File: src/rms_defs.svh
/*
 * constants for the relay mux sequencer: cfg mask bits, status bits, limits.
 * assumes it is included by bare name from the sequencer files.
 */
`ifndef RMS_DEFS_SVH
`define RMS_DEFS_SVH
// ===========================================================
// timing
`define RMS_CLK_NS 20
`define RMS_PW_1MS_NS 1000000
`define RMS_PW_1MS_CYC (`RMS_PW_1MS_NS / `RMS_CLK_NS)
// ===========================================================
// cfg field mask bits
`define RMS_CM_FN_BBM 0
`define RMS_CM_SETTLE 1
`define RMS_CM_BREAK 2
`define RMS_CM_SIN_MODE 3
`define RMS_CM_SIN_POL 4
`define RMS_CM_PW 5
`define RMS_CM_SOUT_MODE 6
`define RMS_CM_SKIP 7
// ===========================================================
// status bits and limits
`define RMS_ST_SYNC 0
`define RMS_ST_READY 1
`define RMS_ST_WAIT 2
`define RMS_ST_BUSY 3
`define RMS_ST_OVR 16
`define RMS_MAX_CH_STD 4'hc
`define RMS_MAX_CH_RED 4'hb
`endif

File: src/rms_pkg.sv
/*
 * types of the relay mux sequencer.
 * assumes rms_defs.svh for constants.
 */
`default_nettype none
package rms_pkg;
    // ===========================================================
    // sequencer states
    typedef enum logic [3:0] {
        RMS_IDLE = 4'b0001,
        RMS_WAIT = 4'b0010,
        RMS_BRK = 4'b0100,
        RMS_SETL = 4'b1000
    } rms_state_t;
    // meter functions
    typedef enum logic [1:0] {
        RMS_F_V = 2'h0,
        RMS_F_I = 2'h1,
        RMS_F_R2 = 2'h2,
        RMS_F_R4 = 2'h3
    } rms_func_t;
    // ===========================================================
    // configuration
    typedef struct packed {
        logic fn_bbm;
        logic [15:0] settle;
        logic [15:0] brk;
        logic sin_mode;
        logic sin_pol;
        logic [15:0] pw;
        logic sout_mode;
        logic skip;
    } rms_cfg_t;
    // ===========================================================
    // top state
    typedef struct packed {
        rms_state_t st;
        rms_cfg_t cfg;
        logic [3:0] chan;
        logic [1:0] bank;
        rms_func_t func;
        logic sout;
        logic [12:0] rly_a;
        logic [12:0] rly_b;
        logic [3:0] rly_d;
        logic sync_out;
        logic ovr;
        logic sy1;
        logic sy2;
        logic sy3;
        logic sy_lvl;
        logic [16:0] stat;
    } rms_top_t;
    typedef struct packed {
        logic [15:0] cnt;
    } rms_tmr_t;
endpackage : rms_pkg
`default_nettype wire

File: src/rms_tmr_if.sv
/*
 * start/done carrier between the sequencer and a cycle timer.
 * assumes one clock shared by both ends.
 */
`timescale 1ns/1ps
`default_nettype none
interface rms_tmr_if;
    logic start;
    logic [15:0] load;
    logic done;
    logic busy;
    modport owner (output start, output load, input done, input busy);
    modport timer (input start, input load, output done, output busy);
endinterface : rms_tmr_if
`default_nettype wire

File: src/rms_seq.sv
/*
 * relay mux sequencer: takes relay writes and configuration updates,
 * opens, waits, closes and settles the bank and function relays, gates
 * on the sync input and pulses the sync output.
 * assumes write and cfg strobes are one-cycle pulses on i_sys_clk and
 * i_sync_in is an asynchronous pin.
 */
`timescale 1ns/1ps
`default_nettype none
`include "rms_defs.svh"
module rms_seq (
    // clock and reset
    input wire logic i_sys_clk,
    input wire logic i_rst,
    // board variant
    input wire logic i_reduced,
    // relay write
    input wire logic i_wr,
    input wire logic [3:0] i_wr_chan,
    input wire logic [1:0] i_wr_bank,
    input wire logic [1:0] i_wr_func,
    input wire logic i_wr_sync_in,
    input wire logic i_wr_sync_out,
    // configuration update
    input wire logic i_cfg_wr,
    input wire logic [7:0] i_cfg_mask,
    input wire logic i_cfg_fn_bbm,
    input wire logic [15:0] i_cfg_settle,
    input wire logic [15:0] i_cfg_break,
    input wire logic i_cfg_sin_mode,
    input wire logic i_cfg_sin_pol,
    input wire logic [15:0] i_cfg_strobe_pulse_width,
    input wire logic i_cfg_sout_mode,
    input wire logic i_cfg_skip,
    // status
    input wire logic i_ovr_clr,
    output logic [16:0] o_status,
    // pins
    input wire logic i_sync_in,
    output logic o_sync_out,
    output logic [12:0] o_relay_a,
    output logic [12:0] o_relay_b,
    output logic [3:0] o_relay_d
);
    // ===========================================================
    // timers
    rms_tmr_if ph_if ();
    rms_tmr_if pu_if ();

    rms_timer u_phase (
        .i_sys_clk(i_sys_clk),
        .i_rst(i_rst),
        .t(ph_if.timer)
    );
    rms_timer u_pulse (
        .i_sys_clk(i_sys_clk),
        .i_rst(i_rst),
        .t(pu_if.timer)
    );

    // ===========================================================
    // function relay map, bit 0 is the first function relay
    function automatic logic [3:0] dmap(input logic [1:0] f, input logic [1:0] b);
        logic [3:0] d;
        d = 4'h0;
        unique case (f)
            2'h0, 2'h2: d = b[1] ? 4'h3 : 4'h2;
            2'h1: d = b[1] ? 4'h5 : 4'h4;
            2'h3: d = 4'ha;
        endcase
        return d;
    endfunction : dmap

    function automatic logic [12:0] onehot(input logic [3:0] c);
        logic [12:0] v;
        v = 13'h0001;
        return v << c;
    endfunction : onehot

    // ===========================================================
    // state
    rms_pkg::rms_top_t s_r;
    rms_pkg::rms_top_t s_nxt;
    logic range_ok;
    logic sync_ok;
    logic [3:0] new_d;
    logic [3:0] lim;

    always_comb begin
        s_nxt = s_r;
        ph_if.start = 1'b0;
        ph_if.load = s_r.cfg.brk;
        pu_if.start = 1'b0;
        pu_if.load = s_r.cfg.pw;
        lim = i_reduced ? `RMS_MAX_CH_RED : `RMS_MAX_CH_STD;
        range_ok = (i_wr_chan <= lim) && (i_wr_bank != 2'h0);
        sync_ok = (s_r.sy_lvl == s_r.cfg.sin_pol);
        new_d = (s_r.st == rms_pkg::RMS_IDLE) ? dmap(i_wr_func, i_wr_bank)
                                               : dmap(s_r.func, s_r.bank);

        // sync input: three stages, a change counts when 2 and 3 agree
        s_nxt.sy1 = i_sync_in;
        s_nxt.sy2 = s_r.sy1;
        s_nxt.sy3 = s_r.sy2;
        if (s_r.sy2 == s_r.sy3) begin
            s_nxt.sy_lvl = s_r.sy3;
        end

        // cumulative configuration
        if (i_cfg_wr) begin
            if (i_cfg_mask[`RMS_CM_FN_BBM]) s_nxt.cfg.fn_bbm = i_cfg_fn_bbm;
            if (i_cfg_mask[`RMS_CM_SETTLE]) s_nxt.cfg.settle = i_cfg_settle;
            if (i_cfg_mask[`RMS_CM_BREAK]) s_nxt.cfg.brk = i_cfg_break;
            if (i_cfg_mask[`RMS_CM_SIN_MODE]) s_nxt.cfg.sin_mode = i_cfg_sin_mode;
            if (i_cfg_mask[`RMS_CM_SIN_POL]) s_nxt.cfg.sin_pol = i_cfg_sin_pol;
            if (i_cfg_mask[`RMS_CM_PW]) s_nxt.cfg.pw = i_cfg_strobe_pulse_width;
            if (i_cfg_mask[`RMS_CM_SOUT_MODE]) s_nxt.cfg.sout_mode = i_cfg_sout_mode;
            if (i_cfg_mask[`RMS_CM_SKIP]) s_nxt.cfg.skip = i_cfg_skip;
        end

        // overrun: set wins over clear
        if (i_wr && s_r.st != rms_pkg::RMS_IDLE) begin
            s_nxt.ovr = 1'b1;
        end else if (i_ovr_clr) begin
            s_nxt.ovr = 1'b0;
        end

        // sync output pulse end
        if (pu_if.done) begin
            s_nxt.sync_out = 1'b0;
        end

        unique case (s_r.st)
            rms_pkg::RMS_IDLE: begin
                if (i_wr && range_ok) begin
                    s_nxt.chan = i_wr_chan;
                    s_nxt.bank = i_wr_bank;
                    s_nxt.func = rms_pkg::rms_func_t'(i_wr_func);
                    s_nxt.sout = i_wr_sync_out;
                    if (i_wr_sync_in && s_r.cfg.sin_mode && !s_r.cfg.skip) begin
                        s_nxt.st = rms_pkg::RMS_WAIT;
                    end else begin
                        s_nxt.st = rms_pkg::RMS_BRK;
                    end
                end
            end
            rms_pkg::RMS_WAIT: begin
                if (sync_ok || s_r.cfg.skip) begin
                    s_nxt.st = rms_pkg::RMS_BRK;
                end
            end
            rms_pkg::RMS_BRK: begin
                if (ph_if.done) begin
                    s_nxt.rly_a = s_r.bank[0] ? onehot(s_r.chan) : 13'h0000;
                    s_nxt.rly_b = s_r.bank[1] ? onehot(s_r.chan) : 13'h0000;
                    s_nxt.rly_d = new_d;
                    if (s_r.sout && s_r.cfg.sout_mode) begin
                        s_nxt.sync_out = 1'b1;
                        pu_if.start = 1'b1;
                    end
                    ph_if.start = 1'b1;
                    ph_if.load = s_r.cfg.settle;
                    s_nxt.st = rms_pkg::RMS_SETL;
                end
            end
            rms_pkg::RMS_SETL: begin
                if (ph_if.done) begin
                    s_nxt.st = rms_pkg::RMS_IDLE;
                end
            end
        endcase

        // entering the break: everything opens, function relays maybe kept
        if (s_nxt.st == rms_pkg::RMS_BRK && s_r.st != rms_pkg::RMS_BRK) begin
            s_nxt.rly_a = 13'h0000;
            s_nxt.rly_b = 13'h0000;
            if (s_r.cfg.fn_bbm || s_r.rly_d != new_d) begin
                s_nxt.rly_d = 4'h0;
            end
            ph_if.start = 1'b1;
            ph_if.load = s_r.cfg.brk;
        end

        s_nxt.stat = '0;
        s_nxt.stat[`RMS_ST_SYNC] = s_nxt.sy_lvl;
        s_nxt.stat[`RMS_ST_READY] = (s_nxt.st == rms_pkg::RMS_IDLE);
        s_nxt.stat[`RMS_ST_WAIT] = (s_nxt.st == rms_pkg::RMS_WAIT) ||
                                   (s_nxt.st == rms_pkg::RMS_BRK);
        s_nxt.stat[`RMS_ST_BUSY] = (s_nxt.st != rms_pkg::RMS_IDLE);
        s_nxt.stat[`RMS_ST_OVR] = s_nxt.ovr;
    end

    always_ff @(posedge i_sys_clk or posedge i_rst) begin
        if (i_rst) begin
            s_r <= '0;
            s_r.st <= rms_pkg::RMS_IDLE;
            s_r.stat <= 17'h00002;
        end else begin
            s_r <= s_nxt;
        end
    end

    assign o_status = s_r.stat;
    assign o_sync_out = s_r.sync_out;
    assign o_relay_a = s_r.rly_a;
    assign o_relay_b = s_r.rly_b;
    assign o_relay_d = s_r.rly_d;
endmodule : rms_seq
`default_nettype wire

File: src/rms_timer.sv
/*
 * down counter: a start loads the count (zero counts as one), done pulses
 * in the last counted cycle.
 * assumes start and load come from logic on i_sys_clk.
 */
`timescale 1ns/1ps
`default_nettype none
`include "rms_defs.svh"
module rms_timer (
    // clock and reset
    input wire logic i_sys_clk,
    input wire logic i_rst,
    // control
    rms_tmr_if.timer t
);
    rms_pkg::rms_tmr_t s_r;
    rms_pkg::rms_tmr_t s_nxt;

    always_comb begin
        s_nxt = s_r;
        if (t.start) begin
            s_nxt.cnt = (t.load == 16'h0000) ? 16'h0001 : t.load;
        end else if (s_r.cnt != 16'h0000) begin
            s_nxt.cnt = s_r.cnt - 16'h0001;
        end
    end

    always_ff @(posedge i_sys_clk or posedge i_rst) begin
        if (i_rst) begin
            s_r <= '0;
        end else begin
            s_r <= s_nxt;
        end
    end

    assign t.done = (s_r.cnt == 16'h0001);
    assign t.busy = (s_r.cnt != 16'h0000);
endmodule : rms_timer
`default_nettype wire

File: config.mk
export PLATFORM = sky130hd
export DESIGN_NAME = rms_seq
export DESIGN_NICKNAME = d
export VERILOG_FILES = /design/src/rms_pkg.sv /design/src/rms_tmr_if.sv /design/src/rms_seq.sv /design/src/rms_timer.sv
export VERILOG_INCLUDE_DIRS = /design/src
export SDC_FILE = /design/constraint.sdc
export NUM_CORES = 1
export LEC_CHECK = 0
export BUFFER_PORTS_ARGS = -buffer_cell sky130_fd_sc_hd__buf_2
export CAP_MARGIN = 20
export CORE_UTILIZATION = 51
export DETAILED_ROUTE_END_ITERATION = 8
export PLACE_DENSITY_LB_ADDON = 0.08
export RECOVER_POWER = 50
export SYNTH_ARGS = -nofsm -noshare
export SYNTH_HDL_FRONTEND = slang
export SYNTH_SLANG_ARGS = --single-unit
File: constraint.sdc
create_clock -name i_sys_clk -period 4.9 [get_ports i_sys_clk]
set_input_delay 0.98 -clock i_sys_clk [delete_from_list [all_inputs] [get_ports i_sys_clk]]
set_output_delay 0.98 -clock i_sys_clk [all_outputs]
set_load 0.02 [all_outputs]
==> summary.txt, run 1 <==
Outcome
  – Status: complete, but fails checks
  – Violated checks: capacitance limit, slew limit

Yosys
  – Flops & latches, synth: ~140
  – Synth Warn #: 0
  – Netlist cell types: just under 60
  – Cell count after synthesis: 680
  – Synth Area per Inst: between 10 and 15 µm²
  – Post-synth EDFFs: 0
  – Synth Flop Type: dfrtp_1
  – Asr flop ratio synth: 100%
  – Synth Cell Area: slightly below 7000 µm²
  – Register area share after synthesis: slightly below 50%

Drt
  – 1st-iter DRT viols: 279
  – DR vias/cell: ~5.5
  – DR vias: roughly 5,200
  – DRT Pass-1 Iters: 4
  – Routed Antenna Nets: 0
  – Avg WL per Cell: ~16 µm
  – Final wirelength: 15,400 µm
  – Drc violations: 0

Floorplan
  – Core area: approximately 13,000 µm²
  – Die X: between 100 and 150 µm
  – Ports: about 130
  – DIE AREA: about 14,000 µm²
  – Initial core utilization: between 50% and 60%
  – Die H: about 120 µm
  – Site row count: 42

Clocking
  – Cts-stage hold buffer count: 0
  – CTS buffer count: 17
  – CTS sink count: about 140
  – H-tree depth: 4
  – Worst skew pair latency: 0.41 ns
  – Clock-pin slew of the registers on the worst-case setup and hold paths: 0.06 ns
  – Longest Clk Path Bufs: 2
  – CTS resizes: 0
  – CTS tree: built
  – Postcts setup bufs: 0
  – Root Buffer: clkbuf_16

Pwr
  – Total leakage power: 3.65 nW
  – Peak VDD IR: between 300 and 400 µV
  – PwrDens: 478 nW/µm²

Final layout
  – Final net count: roughly 840
  – # fillers: between 1,000 and 1,500
  – Most common cell after layout, fill and taps aside: dfrtp_1
  – Antenna Cells: 0
  – Area grow syn2layout: 14.4%
  – Most frequent cells in the layout: dfrtp_1, buf_2, mux2_2, nand2_1, nand3_1
  – Final design utilization: between 50% and 60%
  – Layout cells sized above 1: approximately 30%

STA
  – Max-slew violation count: 59
  – Final hold vios: 0
  – RSZ-0062 raised after global routing: no
  – Min Hold Slack: roughly 0.37 ns
  – Clock Skews: ~0.0056 ns
  – Final TNS setup: 0 ns
  – Fin crit period: 3.48 ns
  – Fmax: around 290 MHz
  – Slew @ Worst Pin: between 2 and 3 ns
  – Final period util: 71.1%
  – Endpoints failing setup: 0
  – Max-Slew Margin vs Limit: -74.7%

Setup path
  – Worst setup SP type: input pin
  – Kind of end point of the critical path: flop
  – Critical path peak fanout: 27
  – Setup CP Type: in -> reg
  – Worst EP arrival: 3.76 ns
  – CP Data Required Time: 5.18 ns

Flow run
  – Max-cap viol count: 1

GRT
  – Number of global-route vias before repair: about 5,400
  – GRT overflow: 0
  – First-pass GRT wire length: between 20,000 and 30,000 µm
  – Pin count of the biggest net entering global routing: 80
  – Overall routing resource usage: between 20% and 30%
  – Initial antenna violation count: 0

Hold path
  – HP Class: reg -> reg

Placed design
  – Routability cong.: approximately 0.86
  – Number of port buffers: between 100 and 150
  – Hpwl dp: roughly 11,000 µm
-- path summary, 6_finish.rpt --
| path | slack [ns] | cells after the start | from | endpoint |
|---|---|---|---|---|
| max reg2reg | 1.56 | 7 | u_phase.s_r[12]$_DFFE_PP0P_ | o_relay_d[0]$_DFF_PP0_ |
| min in group asynchronous | 1.28 | 2 | i_rst | s_r[106]$_DFFE_PP0P_ |
| max in group asynchronous | 2.39 | 3 | i_rst | pu_if.load[2]$_DFFE_PP0P_ |
| min reg2reg | 0.37 | 0 | s_nxt[19]$_DFF_PP0_ | s_nxt[18]$_DFF_PP0_ |
| max | 1.42 | 9 | i_reduced | o_relay_d[3]$_DFF_PP0_ |
| min | 0.37 | 0 | s_nxt[19]$_DFF_PP0_ | s_nxt[18]$_DFF_PP0_ |
-- cells by family (layout without fill, tap and decap cells) --
kind of cell / Yosys count / in the layout / share of synthesized area [%]
multiplexers: 62 / 62 / 10.1
other: 1 / 12 / 0.0542
flip-flops: 137 / 137 / 49.6
AND/OR/NAND/NOR: 240 / 240 / 17.4
adder cells (fa/ha/maj): 9 / 9 / 1.63
AO/OA/AOI/OAI: 114 / 114 / 9.92
XOR/XNOR: 27 / 27 / 3.42
buffers and inverters: 90 / 160 / 7.80
-- cells in the mapped netlist, drive strengths merged (6+ instances only) --
cell type / number / area share (%)
or2: 6 / 0.54
and3: 8 / 0.72
dfrtp: 135 / 49
a21oi: 47 / 3.4
clkbuf: 22 / 1.2
inv: 10 / 0.54
ha: 9 / 1.6
nor3: 21 / 1.6
o21ai: 35 / 2.5
xor2: 14 / 1.8
nand3: 52 / 3.8
xnor2: 13 / 1.6
nand2b: 6 / 0.54
nor4: 16 / 1.4
nand2: 56 / 3.0
mux2: 62 / 10
nor2: 49 / 2.7
buf: 58 / 6.1
-- critical path, stage by stage --
cell      delay, ns
buf_2          0.12
ha_1           0.30
or2_2          0.31
o2111a_1       0.19
o32a_1         0.38
nand2b_1       0.18
or3_1          0.79
nor2_1         0.42
a21oi_1        0.08
-- cell type report --
type                            instances  area, µm²  share of cell area (%)
Clock buffer                           19        433                    5.48
Clock inverter                         13        178                    2.25
Inverter                               10       38.8                   0.491
Multi-Input combinational cell        464       2990                    37.8
Sequential cell                       137       3430                    43.4
Tap cell                              176        220                    2.79
Timing Repair Buffer                  118        614                    7.77
-- power by group --
| group | switching (mW) | internal, mW |
|---|---|---|
| Sequential | 0.230 | 1.36 |
| Combinational | 0.480 | 0.390 |
| Clock | 0.474 | 0.847 |
-- stage by stage --
step	instance area [µm²]	std cells	setup slack (ns)	total power, mW
floorplan	6950	691	0.255	2.26
global placement	7300	905	1.14	2.43
detailed placement	7300	905	1.02	2.47
CTS	7910	937	1.48	3.80
global route	7910	937	1.21	4.01
finish	7910	937	1.42	3.78
-- registers in the layout (all words and copies together), names as in the netlist --
name         flops
u_phase.s_r     16
o_status         5
o_sync_out       1
o_relay_b       13
u_pulse.s_r     16
o_relay_a       13
s_r             51
o_relay_d        4
s_nxt            2
pu_if.load      16
-- routing by layer --
layer / track usage (%) / part of all wire, % / vias to the layer above
met1: 29.7 / 44 / 2569
met5: 0 / 0 / -
met2: 40.6 / 50 / 133
li1: - / - / 2477
met3: 5.94 / 4.0 / 21
met4: 8.86 / 1.9 / 0
Note: power is estimated with default switching activity, not from simulation.
==> run 2: changes to the inputs <==
--- a/config.mk
+++ b/config.mk
@@ -6,6 +6,7 @@
 export SDC_FILE = /design/constraint.sdc
 export NUM_CORES = 1
 export LEC_CHECK = 0
+export ABC_AREA = 1
 export BUFFER_PORTS_ARGS = -buffer_cell sky130_fd_sc_hd__buf_2
 export CAP_MARGIN = 20
 export CORE_UTILIZATION = 51
==> constraint.sdc (replaced) <==
create_clock -name i_sys_clk -period 2.89 [get_ports i_sys_clk]
set_input_delay 0.578 -clock i_sys_clk [delete_from_list [all_inputs] [get_ports i_sys_clk]]
set_output_delay 0.578 -clock i_sys_clk [all_outputs]
set_load 0.02 [all_outputs]
==> run 2 against run 1 <==
The run still ends with capacitance limit, slew limit left. Global-route usage fell by 1.2 points. Non-clock buffer count rose by 5. Clock skew rose by 0.0020 ns. Critical path type is now reg -> reg. Clock power rose by 86%. Critical endpoint is now u_phase.s_r[0]$_DFFE_PP0P_. Flip-flop and latch count did not move. Die area rose by 3.4%. Setup slack got worse by 1.0 ns. Sequential share of layout area fell by 1.8 points.
==> summary.txt, run 2 <==
Outcome
  – Status: complete, but fails checks
  – Violated checks: capacitance limit, slew limit

GRT
  – Pin count of the biggest net entering global routing: 70 (-13%)
  – Initial antenna violation count: 1 (+1)
  – Overall routing resource usage: 22.8% (-1.2 points)
  – First-pass GRT wire length: 25,700 µm (-2.3%)
  – GRT overflow: 0 (unchanged)
  – Number of global-route vias before repair: 5,476 (+1.8%)

Hold path
  – HP Class: in -> reg
  – Hold path cells: 1 (+1)
  – WHS Endpoint: s_nxt[19]$_DFF_PP0_
  – HP Start: i_sync_in

Floorplan
  – Ports: 126 (unchanged)
  – Site row count: 42 (unchanged)
  – Initial core utilization: 53.2% (+0.99 points)
  – Die H: 120 µm (+1.7%)
  – Die X: 120 µm (+1.7%)
  – Core area: 13,500 µm² (+1.6%)
  – DIE AREA: 14,500 µm² (+3.4%)

STA
  – Final Worst Setup Slack: 0.370 ns (-1.05 ns)
  – Slew @ Worst Pin: 1.64 ns (-0.968 ns)
  – Endpoints failing setup: 0 (unchanged)
  – Final TNS setup: 0 ns (unchanged)
  – RSZ-0062 raised after global routing: no
  – Max-slew violation count: 139 (+140%)
  – Final hold vios: 0 (unchanged)
  – Fin crit period: between 2 and 3 ns
  – Fmax: ~400 MHz
  – Clock Skews: 0.00758 ns (+0.00198 ns)
  – Final period util: roughly 87%
  – Max-Slew Margin vs Limit: -9.25% (+65 points)

Clocking
  – Root Buffer: clkbuf_16
  – Worst skew pair latency: 0.42 ns (about the same)
  – CTS tree: built
  – CTS sink count: 137 (unchanged)
  – Longest Clk Path Bufs: 2 (unchanged)
  – CTS resizes: 0 (unchanged)
  – CTS buffer count: 17 (unchanged)
  – Postcts setup bufs: 0 (unchanged)
  – Cts-stage hold buffer count: 0 (unchanged)
  – Clock-pin slew of the registers on the worst-case setup and hold paths: 0.06 ns (about the same)
  – H-tree depth: 4 (unchanged)

Setup path
  – Worst setup SP type: flop
  – Reg-to-reg slack, setup: 0.37 ns (-1.19 ns)
  – Worst R2R Start: s_r[116]$_DFF_PP0_
  – Critical path peak fanout: 34 (+26%)
  – CP dominant cell by count: nand2_1
  – Kind of end point of the critical path: flop
  – Crit path cell chain: inv_2, nand2_1, nor3_4, nand3_4, nand2_1, nor2_4, nand3_4, nor2_8, nor2_8, nand2_4, inv_4, nand2_1, nand2_1
  – Worst r2r dst: u_phase.s_r[0]$_DFFE_PP0P_
  – Worst EP arrival: 2.88 ns (-0.88 ns)
  – Setup CP Type: reg -> reg
  – Worst path max stage delay: 0.41 ns (-0.38 ns)
  – CP Data Required Time: 3.25 ns (-1.93 ns)
  – Slowest-stage cell, CP: dfrtp_1
  – Critical Path Source: s_r[116]$_DFF_PP0_
  – Worst-case reg-to-reg path depth: 13 (+6)

Yosys
  – Post-synth EDFFs: 0 (unchanged)
  – Synth Cell Area: 7160 µm² (+3.5%)
  – Most frequent cells after synthesis: nand2_1, dfrtp_1, inv_1, nor2_1, o21ai_0
  – Cell count after synthesis: 812 (+19%)
  – Ranking of synthesized cells by area: dfrtp_1, nand2_1, mux2_2, buf_4, o21ai_0
  – Synth Warn #: 0 (unchanged)
  – Synth top area share: 47.2% (-1.7 points)
  – Flops & latches, synth: 137 (unchanged)
  – Dominant cell type by area after synthesis: dfrtp_1
  – Synth Flop Type: dfrtp_1
  – Netlist cell types: 43 (-26%)
  – Synth Area per Inst: 8.81 µm² (-13%)
  – Count leader, synth: nand2_1
  – Register area share after synthesis: 47.9% (-1.7 points)
  – Asr flop ratio synth: 100% (unchanged)

Placed design
  – Hpwl dp: 11,200 µm (+1.4%)
  – DP Worst Slack: 0.0115 ns (-1.01 ns)
  – Routability cong.: 0.874 (+1.2%)
  – Number of port buffers: 113 (unchanged)

Final layout
  – # fillers: 1,204 (+7.9%)
  – Layout cells sized above 1: 25.4% (-4.4 points)
  – Antenna Cells: 0 (unchanged)
  – Max reg flops: 51 (unchanged)
  – Biggest register: s_r
  – Most common cell after layout, fill and taps aside: nand2_1
  – Area grow syn2layout: 15.4%
  – Final net count: 985 (+18%)
  – Most frequent cells in the layout: nand2_1, dfrtp_1, buf_2, inv_1, nor2_1

Drt
  – Avg WL per Cell: 14.2 µm (-13%)
  – Routed Antenna Nets: 0 (unchanged)
  – DRT Pass-1 Iters: 5 (+1)
  – 1st-iter DRT viols: 318 (+14%)
  – DR vias: 5,537 (+6.5%)
  – Drc violations: 0 (unchanged)
  – DR vias/cell: 5.10 (-8.1%)
  – Final wirelength: 15,400 µm (+0.32%)

Pwr
  – PwrDens: 847 nW/µm² (+77%)
  – Peak VDD IR: 434 µV (+15%)
  – Total leakage power: 4.13 nW (+13%)

Flow run
  – Max-cap viol count: 2 (+1)
==> run 2: cell count changes after synthesis, sizes merged, moves of 5 or more <==
cell / change
nand2: +150
inv: +66
nor2: +27
mux2: -24
nand3: -22
o21ai: +20
clkbuf: -9
nor4: -9
and3: -8
nor3: -8
nand4: +7
nand2b: -6
or2: -5
==> run 2: final cells by class <==
class | instances | area (µm²) | share of cell area (%)
timing repair buffer | 123 | 631 | 7.64
sequential | 137 | 3430 | 41.6
clock buffer | 19 | 443 | 5.37
clock inverter | 12 | 223 | 2.70
inverter | 76 | 289 | 3.50
tap | 176 | 220 | 2.67
multi-input combinational | 543 | 3020 | 36.6
==> run 2: cell families (layout without fill, tap and decap cells) <==
logic type / count (synthesis) / after routing / share of synthesized area (%)
other: 1 / 12 / 0.0524
adders and majority gates: 9 / 9 / 1.57
buffers and inverters: 143 / 230 / 10.4
AOI/OAI and AO/OA: 118 / 118 / 9.32
xor gates and xnor gates: 23 / 23 / 2.82
muxes: 39 / 39 / 6.12
and+or+nand+nor: 342 / 342 / 21.7
DFF: 137 / 137 / 47.9
==> run 2: critical path, delay by kind of cell (launching register included) <==
family                 cells  cell delay [ns]
and+or+nand+nor           11             1.73
buffers and inverters      2             0.29
DFF                        1             0.41
==> run 2: routing by layer <==
metal | share of wire, % | vias up | global-route usage [%]
met1 | 48 | 2621 | 31.5
met4 | 1.5 | 2 | 8.02
met3 | 4.3 | 24 | 4.62
li1 | - | 2739 | -
met2 | 46 | 151 | 35.7
met5 | 0.084 | - | 0
==> run 2: worst max-delay path by stage <==
stage | endpoint | slack [ns]
5_1_grt | u_phase.s_r[1]$_DFFE_PP0P_ | 0.12
6_report | u_phase.s_r[0]$_DFFE_PP0P_ | 0.37
3_3_place_gp | u_phase.s_r[0]$_DFFE_PP0P_ | 0.12
2_1_floorplan | u_phase.s_r[10]$_DFFE_PP0P_ | 0.52
4_1_cts | u_phase.s_r[0]$_DFFE_PP0P_ | 0.35
3_5_place_dp | u_phase.s_r[0]$_DFFE_PP0P_ | 0.01
==> run 2: through the flow <==
stage | util (%) | hold WS [ns] | instance area, µm² | cells | total power [mW]
CTS | 61.6 | 0.251 | 8290 | 1086 | 7.03
finish | 61.4 | 0.265 | 8260 | 1086 | 7.00
detailed placement | 56.7 | 0.340 | 7630 | 1055 | 4.56
global placement | 56.7 | 0.338 | 7630 | 1055 | 4.49
floorplan | - | 0.331 | 7200 | 823 | 4.18
global route | 61.4 | 0.254 | 8260 | 1086 | 7.41
==> run 2: power breakdown <==
group          total, mW  leakage, nW  internal (mW)  switching (mW)
logic               1.94         2.14          0.756            1.18
clock network       2.45        0.319           1.63           0.818
registers           2.60         1.66           2.29           0.314
